**config.mk**
```make
export PLATFORM = sky130hd
export DESIGN_NAME = cca_top
export DESIGN_NICKNAME = d
export VERILOG_FILES = /design/src/include/cca_pkg.sv /design/src/cca_top.sv
export VERILOG_INCLUDE_DIRS = /design/src /design/src/include
export SDC_FILE = /design/constraint.sdc
export NUM_CORES = 1
export LEC_CHECK = 0
export ABC_AREA = 1
export BUFFER_PORTS_ARGS = -buffer_cell sky130_fd_sc_hd__buf_2
export CAP_MARGIN = 10
export CORE_MARGIN = 2
export CORE_UTILIZATION = 30
export CTS_CLUSTER_DIAMETER = 60
export DETAILED_ROUTE_END_ITERATION = 10
export SYNTH_ARGS = -nofsm -noshare
export SYNTH_HDL_FRONTEND = slang
export SYNTH_SLANG_ARGS = --single-unit
```
**constraint.sdc**
```tcl
create_clock -name i_clk -period 2.3 [get_ports i_clk]
set_input_delay 0.115 -clock i_clk [delete_from_list [all_inputs] [get_ports i_clk]]
set_output_delay 0.115 -clock i_clk [all_outputs]
set_load 0.03 [all_outputs]
```
**src/include/cca_regs.svh**
```systemverilog
// Register indices, field positions, reset values and counts of the counter array
`ifndef CCA_REGS_SVH
`define CCA_REGS_SVH
`define CCA_IX_CTRL 8'hd8
`define CCA_IX_MODE 8'hd9
`define CCA_IX_CPM0 8'hda
`define CCA_IX_CPM1 8'hdb
`define CCA_IX_CPM2 8'hdc
`define CCA_IX_CPL1 8'he9
`define CCA_IX_CPH1 8'hea
`define CCA_IX_CPL2 8'heb
`define CCA_IX_CPH2 8'hec
`define CCA_IX_CNTL 8'hf9
`define CCA_IX_CNTH 8'hfa
`define CCA_IX_CPL0 8'hfb
`define CCA_IX_CPH0 8'hfc
`define CCA_B_CF 7
`define CCA_B_CR 6
`define CCA_B_IDLE_SUSPEND 7
`define CCA_B_WATCHDOG_ENABLE 6
`define CCA_B_WATCHDOG_LOCK 5
`define CCA_B_WDF 2
`define CCA_B_ECF 0
`define CCA_B_PWM16 7
`define CCA_B_ECOM 6
`define CCA_B_CAPP 5
`define CCA_B_CAPN 4
`define CCA_B_MAT 3
`define CCA_B_TOG 2
`define CCA_B_PWM 1
`define CCA_B_ECCF 0
`define CCA_S_ECI 3
`define CCA_S_EXT 4
`define CCA_RST_MODE 8'h40
`define CCA_RST_BYTE 8'h00
`define CCA_DIV12_LAST 4'hb
`define CCA_DIV4_LAST 2'h3
`define CCA_EXT_LAST 3'h7
`define CCA_CNT_MAX 16'hffff
`define CCA_LO_MAX 8'hff
`define CCA_CNT_ONE 16'h0001
`endif

```
**src/include/cca_pkg.sv**
```systemverilog
// Types shared by the counter array design
package cca_pkg;
  typedef enum logic [2:0] {
    CCA_TB_DIV12, CCA_TB_DIV4, CCA_TB_T0, CCA_TB_ECI,
    CCA_TB_SYS, CCA_TB_EXT8, CCA_TB_RSV6, CCA_TB_RSV7
  } cca_tb_type;
endpackage

```
**src/cca_top.sv**
```systemverilog
// Counter array: 16-bit timebase counter, three capture/compare modules, watchdog
//
// Added by the designer: the Wishbone register port.
`timescale 1ns/10ps
`default_nettype none
`include "cca_regs.svh"
// Notes on behaviour
// - Counter wrapping from all ones to zero sets the overflow flag.
// - Overflow and module flags stay set until software writes them clear.
// - Run bit zero stops the counter, one lets it count.
// - Three unused control bits read zero; writes to them do nothing.
// - A module's match or capture sets that module's flag.
// - Interrupt request while overflow flag set and overflow enable is one.
// - Module flag with its module interrupt enable also raises the request.
// - Idle suspend bit halts the prescalers, counter and captures while the processor idles; bus writes still land.
// - Watchdog enable turns module 2 into the watchdog; set after reset.
// - Lock bit keeps the watchdog enabled until the next reset.
// - Timebase select picks /12, /4, timer 0, count input, clock, ext/8.
// - External oscillator divided by eight is synchronised before counting.
// - Mode register writes while the watchdog is enabled can only clear the enable bit, and only when unlocked.
// - Wide PWM bit selects 16-bit modulation, otherwise 8-bit.
// - Compare enable switches the module comparator on or off.
// - Rising or falling input edges capture the counter as enabled.
// - Match enable lets counter equal compare set the module flag.
// - Toggle enable inverts the module pin on each match.
// - Toggle plus modulation enable gives frequency output mode.
// - Modulation enable drives a PWM waveform, width by wide bit.
// - Counter and compares are 16 bits, reached as low and high bytes.
// - Compare low write clears compare enable; high write sets it.
// - Watchdog resets on low byte overflow while compare high equals count high.
// - Watchdog feed loads compare high with count high plus offset.
// - Counter runs regardless of run bit while the watchdog is enabled.
module cca_top
  import cca_pkg::*;
(
  input wire logic i_clk,
  input wire logic i_rstn,
  input wire logic i_ce,
  input wire logic i_wb_cyc,
  input wire logic i_wb_stb,
  input wire logic i_wb_we,
  input wire logic [9:0] i_wb_adr,
  input wire logic [31:0] i_wb_dat,
  input wire logic [3:0] i_wb_sel,
  output logic [31:0] o_wb_dat,
  output logic o_wb_ack,
  input wire logic i_idle,
  input wire logic i_timer0_ovf,
  input wire logic i_eci,
  input wire logic i_ext_osc,
  input wire logic [2:0] i_cex,
  output logic [2:0] o_cex,
  output logic o_irq,
  output logic o_wdt_reset
);
  localparam logic [7:0] CPM_IX [0:2] = '{`CCA_IX_CPM0, `CCA_IX_CPM1, `CCA_IX_CPM2};
  localparam logic [7:0] CPL_IX [0:2] = '{`CCA_IX_CPL0, `CCA_IX_CPL1, `CCA_IX_CPL2};
  localparam logic [7:0] CPH_IX [0:2] = '{`CCA_IX_CPH0, `CCA_IX_CPH1, `CCA_IX_CPH2};

  logic ack_reg;
  logic [7:0] rdat_reg;
  logic [7:0] rd_byte;
  logic bus_req;
  logic wr_go;
  logic [7:0] idx;
  logic [7:0] wd;

  logic [15:0] cnt_reg;
  logic cf_reg;
  logic cr_reg;
  logic [2:0] ccf_reg;
  logic idle_suspend_reg;
  logic watchdog_enable_reg;
  logic watchdog_lock_reg;
  cca_tb_type cps_reg;
  logic ecf_reg;
  logic [7:0] cpm_reg [0:2];
  logic [7:0] cpl_reg [0:2];
  logic [7:0] cph_reg [0:2];
  logic [2:0] cex_reg;
  logic wdt_rst_reg;

  logic [4:0] s1_reg;
  logic [4:0] s2_reg;
  logic [4:0] s3_reg;
  logic [4:0] pin_reg;
  logic [4:0] pin_next;
  logic [4:0] pin_rise;
  logic [4:0] pin_fall;
  logic [3:0] div12_reg;
  logic [1:0] div4_reg;
  logic [2:0] ext_reg;

  logic halt;
  logic act;
  logic tb_evt;
  logic tick;
  logic [15:0] cnt_inc;
  logic ovf;
  logic lo_ovf;
  logic [7:0] feed_val;
  logic [2:0] live;
  logic [2:0] hit8;
  logic [2:0] hit16;
  logic [2:0] short_cmp;
  logic [2:0] hit;
  logic [2:0] cap;
  logic [2:0] flag_set;

  function automatic logic wr_at(input logic [7:0] ix);
    return wr_go && (idx == ix);
  endfunction

  // Classic Wishbone slave, one byte per aligned word
  assign bus_req = i_wb_cyc & i_wb_stb;
  assign idx = i_wb_adr[9:2];
  assign wd = i_wb_dat[7:0];
  // Write lands on the edge the master sees ack
  assign wr_go = bus_req & ack_reg & i_wb_we & i_wb_sel[0] & i_ce;

  always_ff @(posedge i_clk or negedge i_rstn) begin
    if (!i_rstn) begin
      ack_reg <= 1'b0;
      rdat_reg <= `CCA_RST_BYTE;
    end else if (i_ce) begin
      ack_reg <= bus_req & ~ack_reg;
      if (bus_req & ~ack_reg) begin
        rdat_reg <= rd_byte;
      end
    end
  end

  assign o_wb_ack = ack_reg;
  assign o_wb_dat = {24'h00_0000, rdat_reg};

  always_comb begin
    rd_byte = `CCA_RST_BYTE;
    if (idx == `CCA_IX_CTRL) begin
      rd_byte = {cf_reg, cr_reg, 3'b000, ccf_reg};
    end else if (idx == `CCA_IX_MODE) begin
      rd_byte = {idle_suspend_reg, watchdog_enable_reg, watchdog_lock_reg, 1'b0, cps_reg, ecf_reg};
    end else if (idx == `CCA_IX_CNTL) begin
      rd_byte = cnt_reg[7:0];
    end else if (idx == `CCA_IX_CNTH) begin
      rd_byte = cnt_reg[15:8];
    end else if (idx == `CCA_IX_CPM0) begin
      rd_byte = cpm_reg[0];
    end else if (idx == `CCA_IX_CPM1) begin
      rd_byte = cpm_reg[1];
    end else if (idx == `CCA_IX_CPM2) begin
      rd_byte = cpm_reg[2];
    end else if (idx == `CCA_IX_CPL0) begin
      rd_byte = cpl_reg[0];
    end else if (idx == `CCA_IX_CPH0) begin
      rd_byte = cph_reg[0];
    end else if (idx == `CCA_IX_CPL1) begin
      rd_byte = cpl_reg[1];
    end else if (idx == `CCA_IX_CPH1) begin
      rd_byte = cph_reg[1];
    end else if (idx == `CCA_IX_CPL2) begin
      rd_byte = cpl_reg[2];
    end else if (idx == `CCA_IX_CPH2) begin
      rd_byte = cph_reg[2];
    end
  end

  // Pin synchronisers; a level counts once stages 2 and 3 agree
  always_ff @(posedge i_clk or negedge i_rstn) begin
    if (!i_rstn) begin
      s1_reg <= 5'h00;
      s2_reg <= 5'h00;
      s3_reg <= 5'h00;
      pin_reg <= 5'h00;
    end else if (i_ce) begin
      s1_reg <= {i_ext_osc, i_eci, i_cex};
      s2_reg <= s1_reg;
      s3_reg <= s2_reg;
      pin_reg <= pin_next;
    end
  end

  assign pin_next = (s3_reg & ~(s2_reg ^ s3_reg)) | (pin_reg & (s2_reg ^ s3_reg));
  assign pin_rise = pin_next & ~pin_reg;
  assign pin_fall = ~pin_next & pin_reg;

  assign halt = idle_suspend_reg & i_idle;
  assign act = i_ce & ~halt;

  always_ff @(posedge i_clk or negedge i_rstn) begin
    if (!i_rstn) begin
      div12_reg <= 4'h0;
      div4_reg <= 2'h0;
      ext_reg <= 3'h0;
    end else if (act) begin
      div12_reg <= (div12_reg == `CCA_DIV12_LAST) ? 4'h0 : div12_reg + 4'h1;
      div4_reg <= div4_reg + 2'h1;
      if (pin_rise[`CCA_S_EXT]) begin
        ext_reg <= ext_reg + 3'h1;
      end
    end
  end

  always_comb begin
    case (cps_reg)
      CCA_TB_DIV12: tb_evt = (div12_reg == `CCA_DIV12_LAST);
      CCA_TB_DIV4: tb_evt = (div4_reg == `CCA_DIV4_LAST);
      CCA_TB_T0: tb_evt = i_timer0_ovf;
      CCA_TB_ECI: tb_evt = pin_fall[`CCA_S_ECI];
      CCA_TB_SYS: tb_evt = 1'b1;
      CCA_TB_EXT8: tb_evt = pin_rise[`CCA_S_EXT] && (ext_reg == `CCA_EXT_LAST);
      default: tb_evt = 1'b0;
    endcase
  end

  assign tick = act & (cr_reg | watchdog_enable_reg) & tb_evt;
  assign cnt_inc = cnt_reg + `CCA_CNT_ONE;
  assign ovf = tick & (cnt_reg == `CCA_CNT_MAX);
  assign lo_ovf = tick & (cnt_reg[7:0] == `CCA_LO_MAX);
  assign feed_val = cnt_reg[15:8] + cpl_reg[2];
  // Module 2 is taken over by the watchdog
  assign live = {~watchdog_enable_reg, 2'b11};

  always_comb begin
    for (int n = 0; n < 3; n++) begin
      hit8[n] = tick & cpm_reg[n][`CCA_B_ECOM] & (cnt_inc[7:0] == cpl_reg[n]);
      hit16[n] = tick & cpm_reg[n][`CCA_B_ECOM] & (cnt_inc == {cph_reg[n], cpl_reg[n]});
      short_cmp[n] = cpm_reg[n][`CCA_B_PWM]
        & (cpm_reg[n][`CCA_B_TOG] | ~cpm_reg[n][`CCA_B_PWM16]);
      hit[n] = short_cmp[n] ? hit8[n] : hit16[n];
      cap[n] = act & ((pin_rise[n] & cpm_reg[n][`CCA_B_CAPP])
        | (pin_fall[n] & cpm_reg[n][`CCA_B_CAPN]));
      flag_set[n] = live[n] & (cap[n] | (hit[n] & cpm_reg[n][`CCA_B_MAT]));
    end
  end

  always_ff @(posedge i_clk or negedge i_rstn) begin
    if (!i_rstn) begin
      cnt_reg <= 16'h0000;
    end else if (wr_at(`CCA_IX_CNTL) && !watchdog_enable_reg) begin
      cnt_reg[7:0] <= wd;
    end else if (wr_at(`CCA_IX_CNTH) && !watchdog_enable_reg) begin
      cnt_reg[15:8] <= wd;
    end else if (tick) begin
      cnt_reg <= cnt_inc;
    end
  end

  always_ff @(posedge i_clk or negedge i_rstn) begin
    if (!i_rstn) begin
      cf_reg <= 1'b0;
      cr_reg <= 1'b0;
      ccf_reg <= 3'b000;
    end else if (wr_at(`CCA_IX_CTRL)) begin
      cf_reg <= wd[`CCA_B_CF] | ovf;
      cr_reg <= wd[`CCA_B_CR];
      ccf_reg <= wd[2:0] | flag_set;
    end else begin
      cf_reg <= cf_reg | ovf;
      ccf_reg <= ccf_reg | flag_set;
    end
  end

  always_ff @(posedge i_clk or negedge i_rstn) begin
    if (!i_rstn) begin
      idle_suspend_reg <= 1'(`CCA_RST_MODE >> `CCA_B_IDLE_SUSPEND);
      watchdog_enable_reg <= 1'(`CCA_RST_MODE >> `CCA_B_WATCHDOG_ENABLE);
      watchdog_lock_reg <= 1'(`CCA_RST_MODE >> `CCA_B_WATCHDOG_LOCK);
      cps_reg <= CCA_TB_DIV12;
      ecf_reg <= 1'(`CCA_RST_MODE >> `CCA_B_ECF);
    end else if (wr_at(`CCA_IX_MODE)) begin
      if (!watchdog_enable_reg) begin
        idle_suspend_reg <= wd[`CCA_B_IDLE_SUSPEND];
        watchdog_enable_reg <= wd[`CCA_B_WATCHDOG_ENABLE] | wd[`CCA_B_WATCHDOG_LOCK];
        watchdog_lock_reg <= wd[`CCA_B_WATCHDOG_LOCK];
        cps_reg <= cca_tb_type'(wd[3:1]);
        ecf_reg <= wd[`CCA_B_ECF];
      end else if (!watchdog_lock_reg && !wd[`CCA_B_WATCHDOG_ENABLE]) begin
        watchdog_enable_reg <= 1'b0;
      end
    end
  end

  always_ff @(posedge i_clk or negedge i_rstn) begin
    if (!i_rstn) begin
      for (int n = 0; n < 3; n++) begin
        cpm_reg[n] <= `CCA_RST_BYTE;
      end
    end else begin
      for (int n = 0; n < 3; n++) begin
        if (wr_at(CPM_IX[n]) && live[n]) begin
          cpm_reg[n] <= wd;
        end else if (wr_at(CPL_IX[n])) begin
          cpm_reg[n][`CCA_B_ECOM] <= 1'b0;
        end else if (wr_at(CPH_IX[n])) begin
          cpm_reg[n][`CCA_B_ECOM] <= 1'b1;
        end
      end
    end
  end

  always_ff @(posedge i_clk or negedge i_rstn) begin
    if (!i_rstn) begin
      for (int n = 0; n < 3; n++) begin
        cpl_reg[n] <= `CCA_RST_BYTE;
        cph_reg[n] <= `CCA_RST_BYTE;
      end
    end else begin
      for (int n = 0; n < 3; n++) begin
        if (wr_at(CPL_IX[n])) begin
          cpl_reg[n] <= wd;
        end else if (cap[n] && live[n]) begin
          cpl_reg[n] <= cnt_reg[7:0];
        end else if (live[n] && cpm_reg[n][`CCA_B_PWM] && cpm_reg[n][`CCA_B_TOG] && hit8[n]) begin
          cpl_reg[n] <= cpl_reg[n] + cph_reg[n];
        end else if (live[n] && short_cmp[n] && lo_ovf) begin
          // 8-bit duty reloads from the high byte
          cpl_reg[n] <= cph_reg[n];
        end
        if (wr_at(CPH_IX[n])) begin
          cph_reg[n] <= (n == 2 && watchdog_enable_reg) ? feed_val : wd;
        end else if (cap[n] && live[n]) begin
          cph_reg[n] <= cnt_reg[15:8];
        end
      end
    end
  end

  always_ff @(posedge i_clk or negedge i_rstn) begin
    if (!i_rstn) begin
      cex_reg <= 3'b000;
    end else begin
      for (int n = 0; n < 3; n++) begin
        if (!live[n]) begin
          cex_reg[n] <= cex_reg[n];
        end else if (cpm_reg[n][`CCA_B_PWM] && cpm_reg[n][`CCA_B_TOG]) begin
          if (hit8[n]) begin
            cex_reg[n] <= ~cex_reg[n];
          end
        end else if (cpm_reg[n][`CCA_B_PWM]) begin
          if (!cpm_reg[n][`CCA_B_ECOM]) begin
            cex_reg[n] <= 1'b0;
          end else if (hit[n]) begin
            cex_reg[n] <= 1'b1;
          end else if (cpm_reg[n][`CCA_B_PWM16] ? ovf : lo_ovf) begin
            cex_reg[n] <= 1'b0;
          end
        end else if (cpm_reg[n][`CCA_B_TOG] && hit16[n]) begin
          cex_reg[n] <= ~cex_reg[n];
        end
      end
    end
  end

  assign o_cex = cex_reg;

  always_ff @(posedge i_clk or negedge i_rstn) begin
    if (!i_rstn) begin
      wdt_rst_reg <= 1'b0;
    end else if (i_ce) begin
      wdt_rst_reg <= watchdog_enable_reg & ((lo_ovf & (cph_reg[2] == cnt_reg[15:8]))
        | (wr_at(`CCA_IX_CTRL) & wd[`CCA_B_WDF]));
    end
  end

  assign o_wdt_reset = wdt_rst_reg;

  assign o_irq = (cf_reg & ecf_reg)
    | (|(ccf_reg & {cpm_reg[2][`CCA_B_ECCF], cpm_reg[1][`CCA_B_ECCF], cpm_reg[0][`CCA_B_ECCF]}));
endmodule
`default_nettype wire

```
==> impl_results.md, run 1 <==
* Die X at 194 um
* CP Data Required Time at 2.64 ns
* Reg power frac at 42.2%
* Inserted Clock Buffers at 17
* Min cycle time layout at 2.50 ns
* Sequential element share of the synthesized area at between 30 and 40%
* Drt pass-1 iters at 5
* Cell row count at 69
* Pin count of the biggest net entering global routing at 58
* Maximum buffer depth of the clock tree at 2
* DRC violation count after routing at 0
* Fmax at around 0.4 GHz
* Layout cells sized above 1 at between 20% and 30%
* Outcome: complete, but fails checks
* Peak per-stage delay on the critical path at about 0.42 ns
* Yosys top cell area share at 32.6%
* Placed Cells at 2,258
* Top cells by count, synth: nand2_1, inv_1, nor2_1
* Crit end category: flop
* Iteration-0 DRC Markers at ~1.2k
* Vias in the first global route at between 10k and 15k
* IO Pins at between 90 and 100
* Nets@finish at around 1.9k
* Most frequent cell after synthesis: nand2_1
* Fin. Hold Viols at 0
* Final Util at 41.0%
* GRT Resource Usage Total at 25.3%
* Cell mode on critical path: nand2_2
* Worst Tran Pin Value at 0.797 ns
* Routed WL at 48,500 um
* PnR worst setup slack at -0.200 ns
* Routed len/inst at 20.8 um
* Mapped Cells at ~1.6k
* GPL Wtd Cong at 1.07
* Remaining Overflow, GRT at 0
* Crit share post-route at 109%
* Clock Tree Root: clkbuf_16
* Clock skew at 0.0171 ns
* Sink Count at approximately 140
* Setup Crit Path Kind: reg2reg
* Post-synthesis async set-or-reset flop share at 100%
* Failing checks: negative setup slack
* Crit-path cells: buf_8 > buf_6 > nand3_1 > nand2_1 > nand2_2 > buf_4 > nand2_2 > nand3_1 > nor2_2 > nand2_2 > nor2_4 > nand3_4 > buf_6 > buf_12 > o211ai_1 > a21oi_2
* Startpoint class of the critical path: flop
* Max-Cap Viols at 0
* Seq cells post-synth at between 100 and 150
* Global-route wire length before repair at 71,500 um
* DRT antenna net count at 0
* Non-Filler Instances at around 2.3k
* Area contributors post-synth: dfrtp_1, nand2_1, nand3_1, inv_1, nor2_1
* IO buf count at 43
* CP max-delay cell: dfrtp_1
* Internal power at 4.38 mW
* Pleak at 7.06 nW
* Synth-to-Final Area Change at 34.8%
* Via-to-Cell Ratio at 5.30
* Sw frac at 31.8%
* Clock network fraction of design power at between 40% and 50%
* RSZ-0062 raised after global routing: yes
* Synth warn at 0
* Ant. Diodes at 0
* Worst vdd rail ir drop at 529 uV
* Vias at ~12k
* Final setup TNS at -3.72 ns
* Critical path's top delay family: simple AND/OR/NAND/NOR gates
* Synth cell types at 50
* Area leader, netlist: dfrtp_1
* Top FF cell, synth: dfrtp_1
* Syn_area_per_cell at 6.82 um2
* Hold slack final at about 0.043 ns
* Initial antenna violation count at 0
* CP Max Fanout at 5
* Crit path DAT at 2.84 ns
* Worst-Skew Late Latency at 0.46 ns
* Reg clk slew, reported paths at approximately 0.080 ns
* Core area at 35,600 um2
* Worst slew margin at roughly 47%
* Final Slew Violations at 0
* Initial Util at 30.4%
* H-tree levels at 4
* Buffers and inverters on the worst path at 5
* Synthesized area at 10,800 um2
* Number of synthesized flops with an enable pin at 0
* DIE HEIGHT at 194 um
* Pwr dens at 440 nW/um2
* Die area at 37,600 um2
* NetSw at between 2 and 2.5 mW
* Final setup fails at 29
* Comb pwr share at 12.1%
* HP Class: in2reg
* TritonCTS clock tree: yes
* Post-DP HPWL at approximately 37,000 um
==> cell type report <==
type	instances	area (um2)
inverter	180	709
clock inverter	15	193
fill	3645	21000
sequential	142	3560
clock buffer	17	425
timing repair inverter	1	8.76
tap	461	577
multi-input combinational	1227	6910
timing repair buffer	283	2210
==> power groups by stage <==
stage,logic [mW],registers (mW),clock network [mW]
6_report,0.775,2.71,2.94
5_1_grt,0.865,2.73,3.06
4_1_cts,0.758,2.71,2.95
3_5_place_dp,0.738,2.76,0
3_3_place_gp,0.722,2.76,0
2_1_floorplan,0.403,2.77,0
==> per-layer routing <==
layer	wire [um]	up-vias	global-route usage, %	part of all wire [%]
met4	2960	0	15.0	6.1
met1	19800	5872	32.0	41
met3	3590	160	4.99	7.4
li1	-	5727	-	-
met2	22100	560	40.3	46
met5	0	-	0	0
==> cells by family after synthesis <==
family | count (synthesis) | synth area share, %
compound gates | 291 | 15.2
other cells | 1 | 0.0347
mux | 3 | 0.278
simple gates | 818 | 32.8
xor+xnor | 54 | 4.89
fa+ha+maj | 37 | 4.56
buf+inv | 240 | 9.42
flops | 142 | 32.9
==> path summary, 6_finish.rpt <==
path	from	to	cells after the start	slack (ns)
setup / recovery	cnt_reg[0]	cpl_reg[5]	16	-0.20
min in group asynchronous	i_rstn	div4_reg[0]	2	0.20
hold / removal	i_wb_dat[2]	cpl_reg[10]	3	0.04
max in group asynchronous	i_rstn	cnt_reg[7]	3	1.26
setup reg to reg	cnt_reg[0]	cpl_reg[5]	16	-0.20
hold reg to reg	rdat_reg[2]	rdat_reg[2]	2	0.48
==> metrics by stage <==
step | power [mW] | worst slack, ns | area [um2]
6_report | 6.42 | -0.200 | 14600
5_1_grt | 6.66 | -0.303 | 14600
4_1_cts | 6.42 | -0.0947 | 14000
3_5_place_dp | 3.50 | -0.219 | 12900
3_3_place_gp | 3.48 | -0.178 | 12900
2_1_floorplan | 3.18 | 0.127 | 10900
==> repair_timing <==
item / 4_1_cts / 5_1_grt
endpoints found under the hold margin: 58 / 0
resized for setup: 62 / 140
cloned: 1 / 1
pin swaps: 16 / 39
hold buffers: 6 / 0
endpoints found under the setup margin: 32 / 33
buffers inserted: 16 / 15
==> worst register-to-register path, delay by kind of cell (launching register included) <==
kind / cells / cell delay (ns)
AO/OA/AOI/OAI: 2 / 0.27
buffers and inverters: 5 / 0.73
AND/OR/NAND/NOR: 9 / 0.96
flip-flops: 1 / 0.42
==> cells in the final DEF, fill, tap and decap left out, types with 9 or more instances in the layout <==
master	netlist	final
nand2_1	448	422
buf_4	25	208
inv_1	164	159
dfrtp_1	141	136
nand3_1	124	120
nor2_1	154	114
o21ai_0	106	99
a21oi_1	102	72
buf_2	12	42
nand4_1	31	31
nor2_2	7	31
xor2_1	33	31
ha_1	33	30
nand2_2	8	27
nor2_4	8	24
a21oi_2	0	24
conb_1	1	24
o211ai_1	23	23
buf_6	1	19
xnor2_1	17	17
clkbuf_16	0	17
nor3_1	14	14
o22ai_1	13	13
inv_2	11	12
nand2_4	6	12
o221ai_1	11	11
o21ai_1	9	10
a31oi_1	9	9
Power figures use the tool's default switching activity.
==> run 2: changes to the inputs <==
Settings changed: BUFFER_PORTS_ARGS -buffer_cell sky130_fd_sc_hd__buf_2 to default, DONT_BUFFER_PORTS from default to 1.
==> run 2 against run 1 <==
  * The run ends with negative hold slack, negative setup slack left
  * Setup slack improved by 0.080 ns
  * Die area unchanged
  * Hold slack got worse by 0.66 ns
  * Combinational power decreased by 14%
  * Critical endpoint is now o_cex[1]
  * Highest routed layer unchanged
==> impl_results.md, run 2 (synthesized netlist as in run 1, its figures left out) <==
* Vias at 12.1k
* Global-route wire length before repair at ~70,000 um
* Pleak at 6.88 nW
* Routed WL at 48,500 um
* Core area at 35,600 um2
* Filler instances at 3,694
* Min cycle time layout at 2.42 ns
* Reg clk slew, reported paths at 0.07 ns
* Pwr dens at 429 nW/um2
* Clock Tree Root: clkbuf_16
* Remaining Overflow, GRT at 0
* Initial Util at 30.4%
* Maximum buffer depth of the clock tree at 2
* IO Pins at 97
* TritonCTS clock tree: yes
* Hold slack final at -0.621 ns
* Max-Cap Viols at 0
* Outcome: complete, but fails checks
* Nets@finish at between 1.5k and 2k
* Placed Cells at 2,214
* Worst Tran Pin Value at 0.848 ns
* DRC violation count after routing at 0
* Layout cells sized above 1 at 23.5%
* Power Total at between 6 and 7 mW
* Iteration-0 DRC Markers at approximately 1.1k
* RSZ-0062 raised after global routing: yes
* Final Util at 40.2%
* Final setup TNS at -1.94 ns
* Fmax at 0.413 GHz
* HP Class: in2async
* Initial antenna violation count at 0
* Vias in the first global route at about 12k
* Die X at 194 um
* Worst slew margin at 43.4%
* PnR worst setup slack at -0.120 ns
* Worst vdd rail ir drop at approximately 470 uV
* Cell row count at 69
* Final Slew Violations at 0
* Pin count of the biggest net entering global routing at 143
* Sink Count at ~140
* GRT Resource Usage Total at 25.6%
* Post-DP HPWL at 37,300 um
* GPL Wtd Cong at 1.06
* Synth-to-Final Area Change at 32.2%
* Via-to-Cell Ratio at between 5 and 6
* Final setup fails at 28
* Die area at 37,600 um2
* Worst slack at placement at -0.225 ns
* Crit path DAT at 2.76 ns
* Startpoint class of the critical path: flop
* Failing checks: negative hold slack, negative setup slack
* Clock skew at ~0.010 ns
* Routed len/inst at between 20 and 25 um
* CP Data Required Time at 2.64 ns
* Drt pass-1 iters at 5
* CP Max Fanout at 5
* Fin. Hold Viols at between 100 and 150
* Crit share post-route at 105%
* Crit end category: flop
* Inserted Clock Buffers at 17
* Worst-Skew Late Latency at 0.44 ns
* CTS Hold Bufs at 18
* Most frequent cells in the layout: nand2_1, buf_4, inv_1
* Setup Crit Path Kind: reg2reg
* DRT antenna net count at 0
* DIE HEIGHT at 194 um
* Most common cell after layout, fill and taps aside: nand2_1
* H-tree levels at 4
* IO buf count at 0
* Non-Filler Instances at 2,288
[run 2: stage by stage]
stage	hold WS, ns	cell area [um2]
after global routing	-0.640	14300
after global placement	-0.171	12700
after CTS	-0.640	13800
after floorplan	-0.181	10900
after detailed placement	-0.171	12700
final	-0.621	14300
[run 2: cell type report]
| class | instances | area, um2 | share of cell area (%) |
|---|---|---|---|
| well taps | 461 | 577 | 4.03 |
| clock inverters | 14 | 126 | 0.883 |
| inverters | 180 | 702 | 4.91 |
| diodes | 1 | 2.50 | 0.0175 |
| clock buffers | 17 | 425 | 2.97 |
| multi-input cells | 1228 | 6910 | 48.3 |
| repair buffers | 244 | 2000 | 14.0 |
| repair inverters | 1 | 6.26 | 0.0437 |
| flip-flops and latches | 142 | 3560 | 24.9 |
[run 2: path summary, 6_finish.rpt]
| check | start | to | slack, ns | cells past startpoint |
|---|---|---|---|---|
| worst max-delay path | cnt_reg[0] | o_cex[1] | -0.12 | 17 |
| worst min-delay path | i_rstn | div12_reg[1] | -0.62 | 0 |
| worst max register to register | cnt_reg[0] | o_cex[1] | -0.12 | 17 |
| worst min register to register | s1_reg[2] | s1_reg[2] | 0.47 | 2 |
| max in group asynchronous | i_rstn | watchdog_enable_reg | 2.71 | 0 |
| min in group i_clk | i_wb_dat[3] | cpl_reg[19] | 0.01 | 4 |
[run 2: layer usage]
metal  up-vias  global-route usage (%)  part of all wire [%]
met5         -                       0                     0
met4         0                    15.3                   6.4
met3       145                    4.26                   7.6
met2       551                    39.4                    44
met1      5706                    33.7                    42
li1       5665                       -                     -
[run 2: worst max-delay path, cell delays in order, from the launching register on]
cell,delay (ns)
dfrtp_1,0.44
ha_4,0.19
nand2_4,0.07
nor2_4,0.21
nand3_4,0.13
nor2_4,0.13
nand2_2,0.09
nor4_2,0.16
buf_4,0.21
nand4_1,0.18
nand2_1,0.12
inv_1,0.05
nand2_1,0.05
nand2_1,0.04
nand2_1,0.07
nand2_1,0.06
nand2_1,0.05
nand2_1,0.05
[run 2: power by group]
| group | switching, mW | internal [mW] |
|---|---|---|
| clock | 1.31 | 1.42 |
| combinational | 0.400 | 0.266 |
| sequential | 0.109 | 2.63 |
[run 2: what timing repair did]
item / CTS / global route
pin swaps: 28 / 47
buffers inserted: 10 / 12
gates cloned: 2 / 1
setup endpoints to repair: 32 / 53
resized for setup: 66 / 117
hold endpoints to repair: 185 / 142
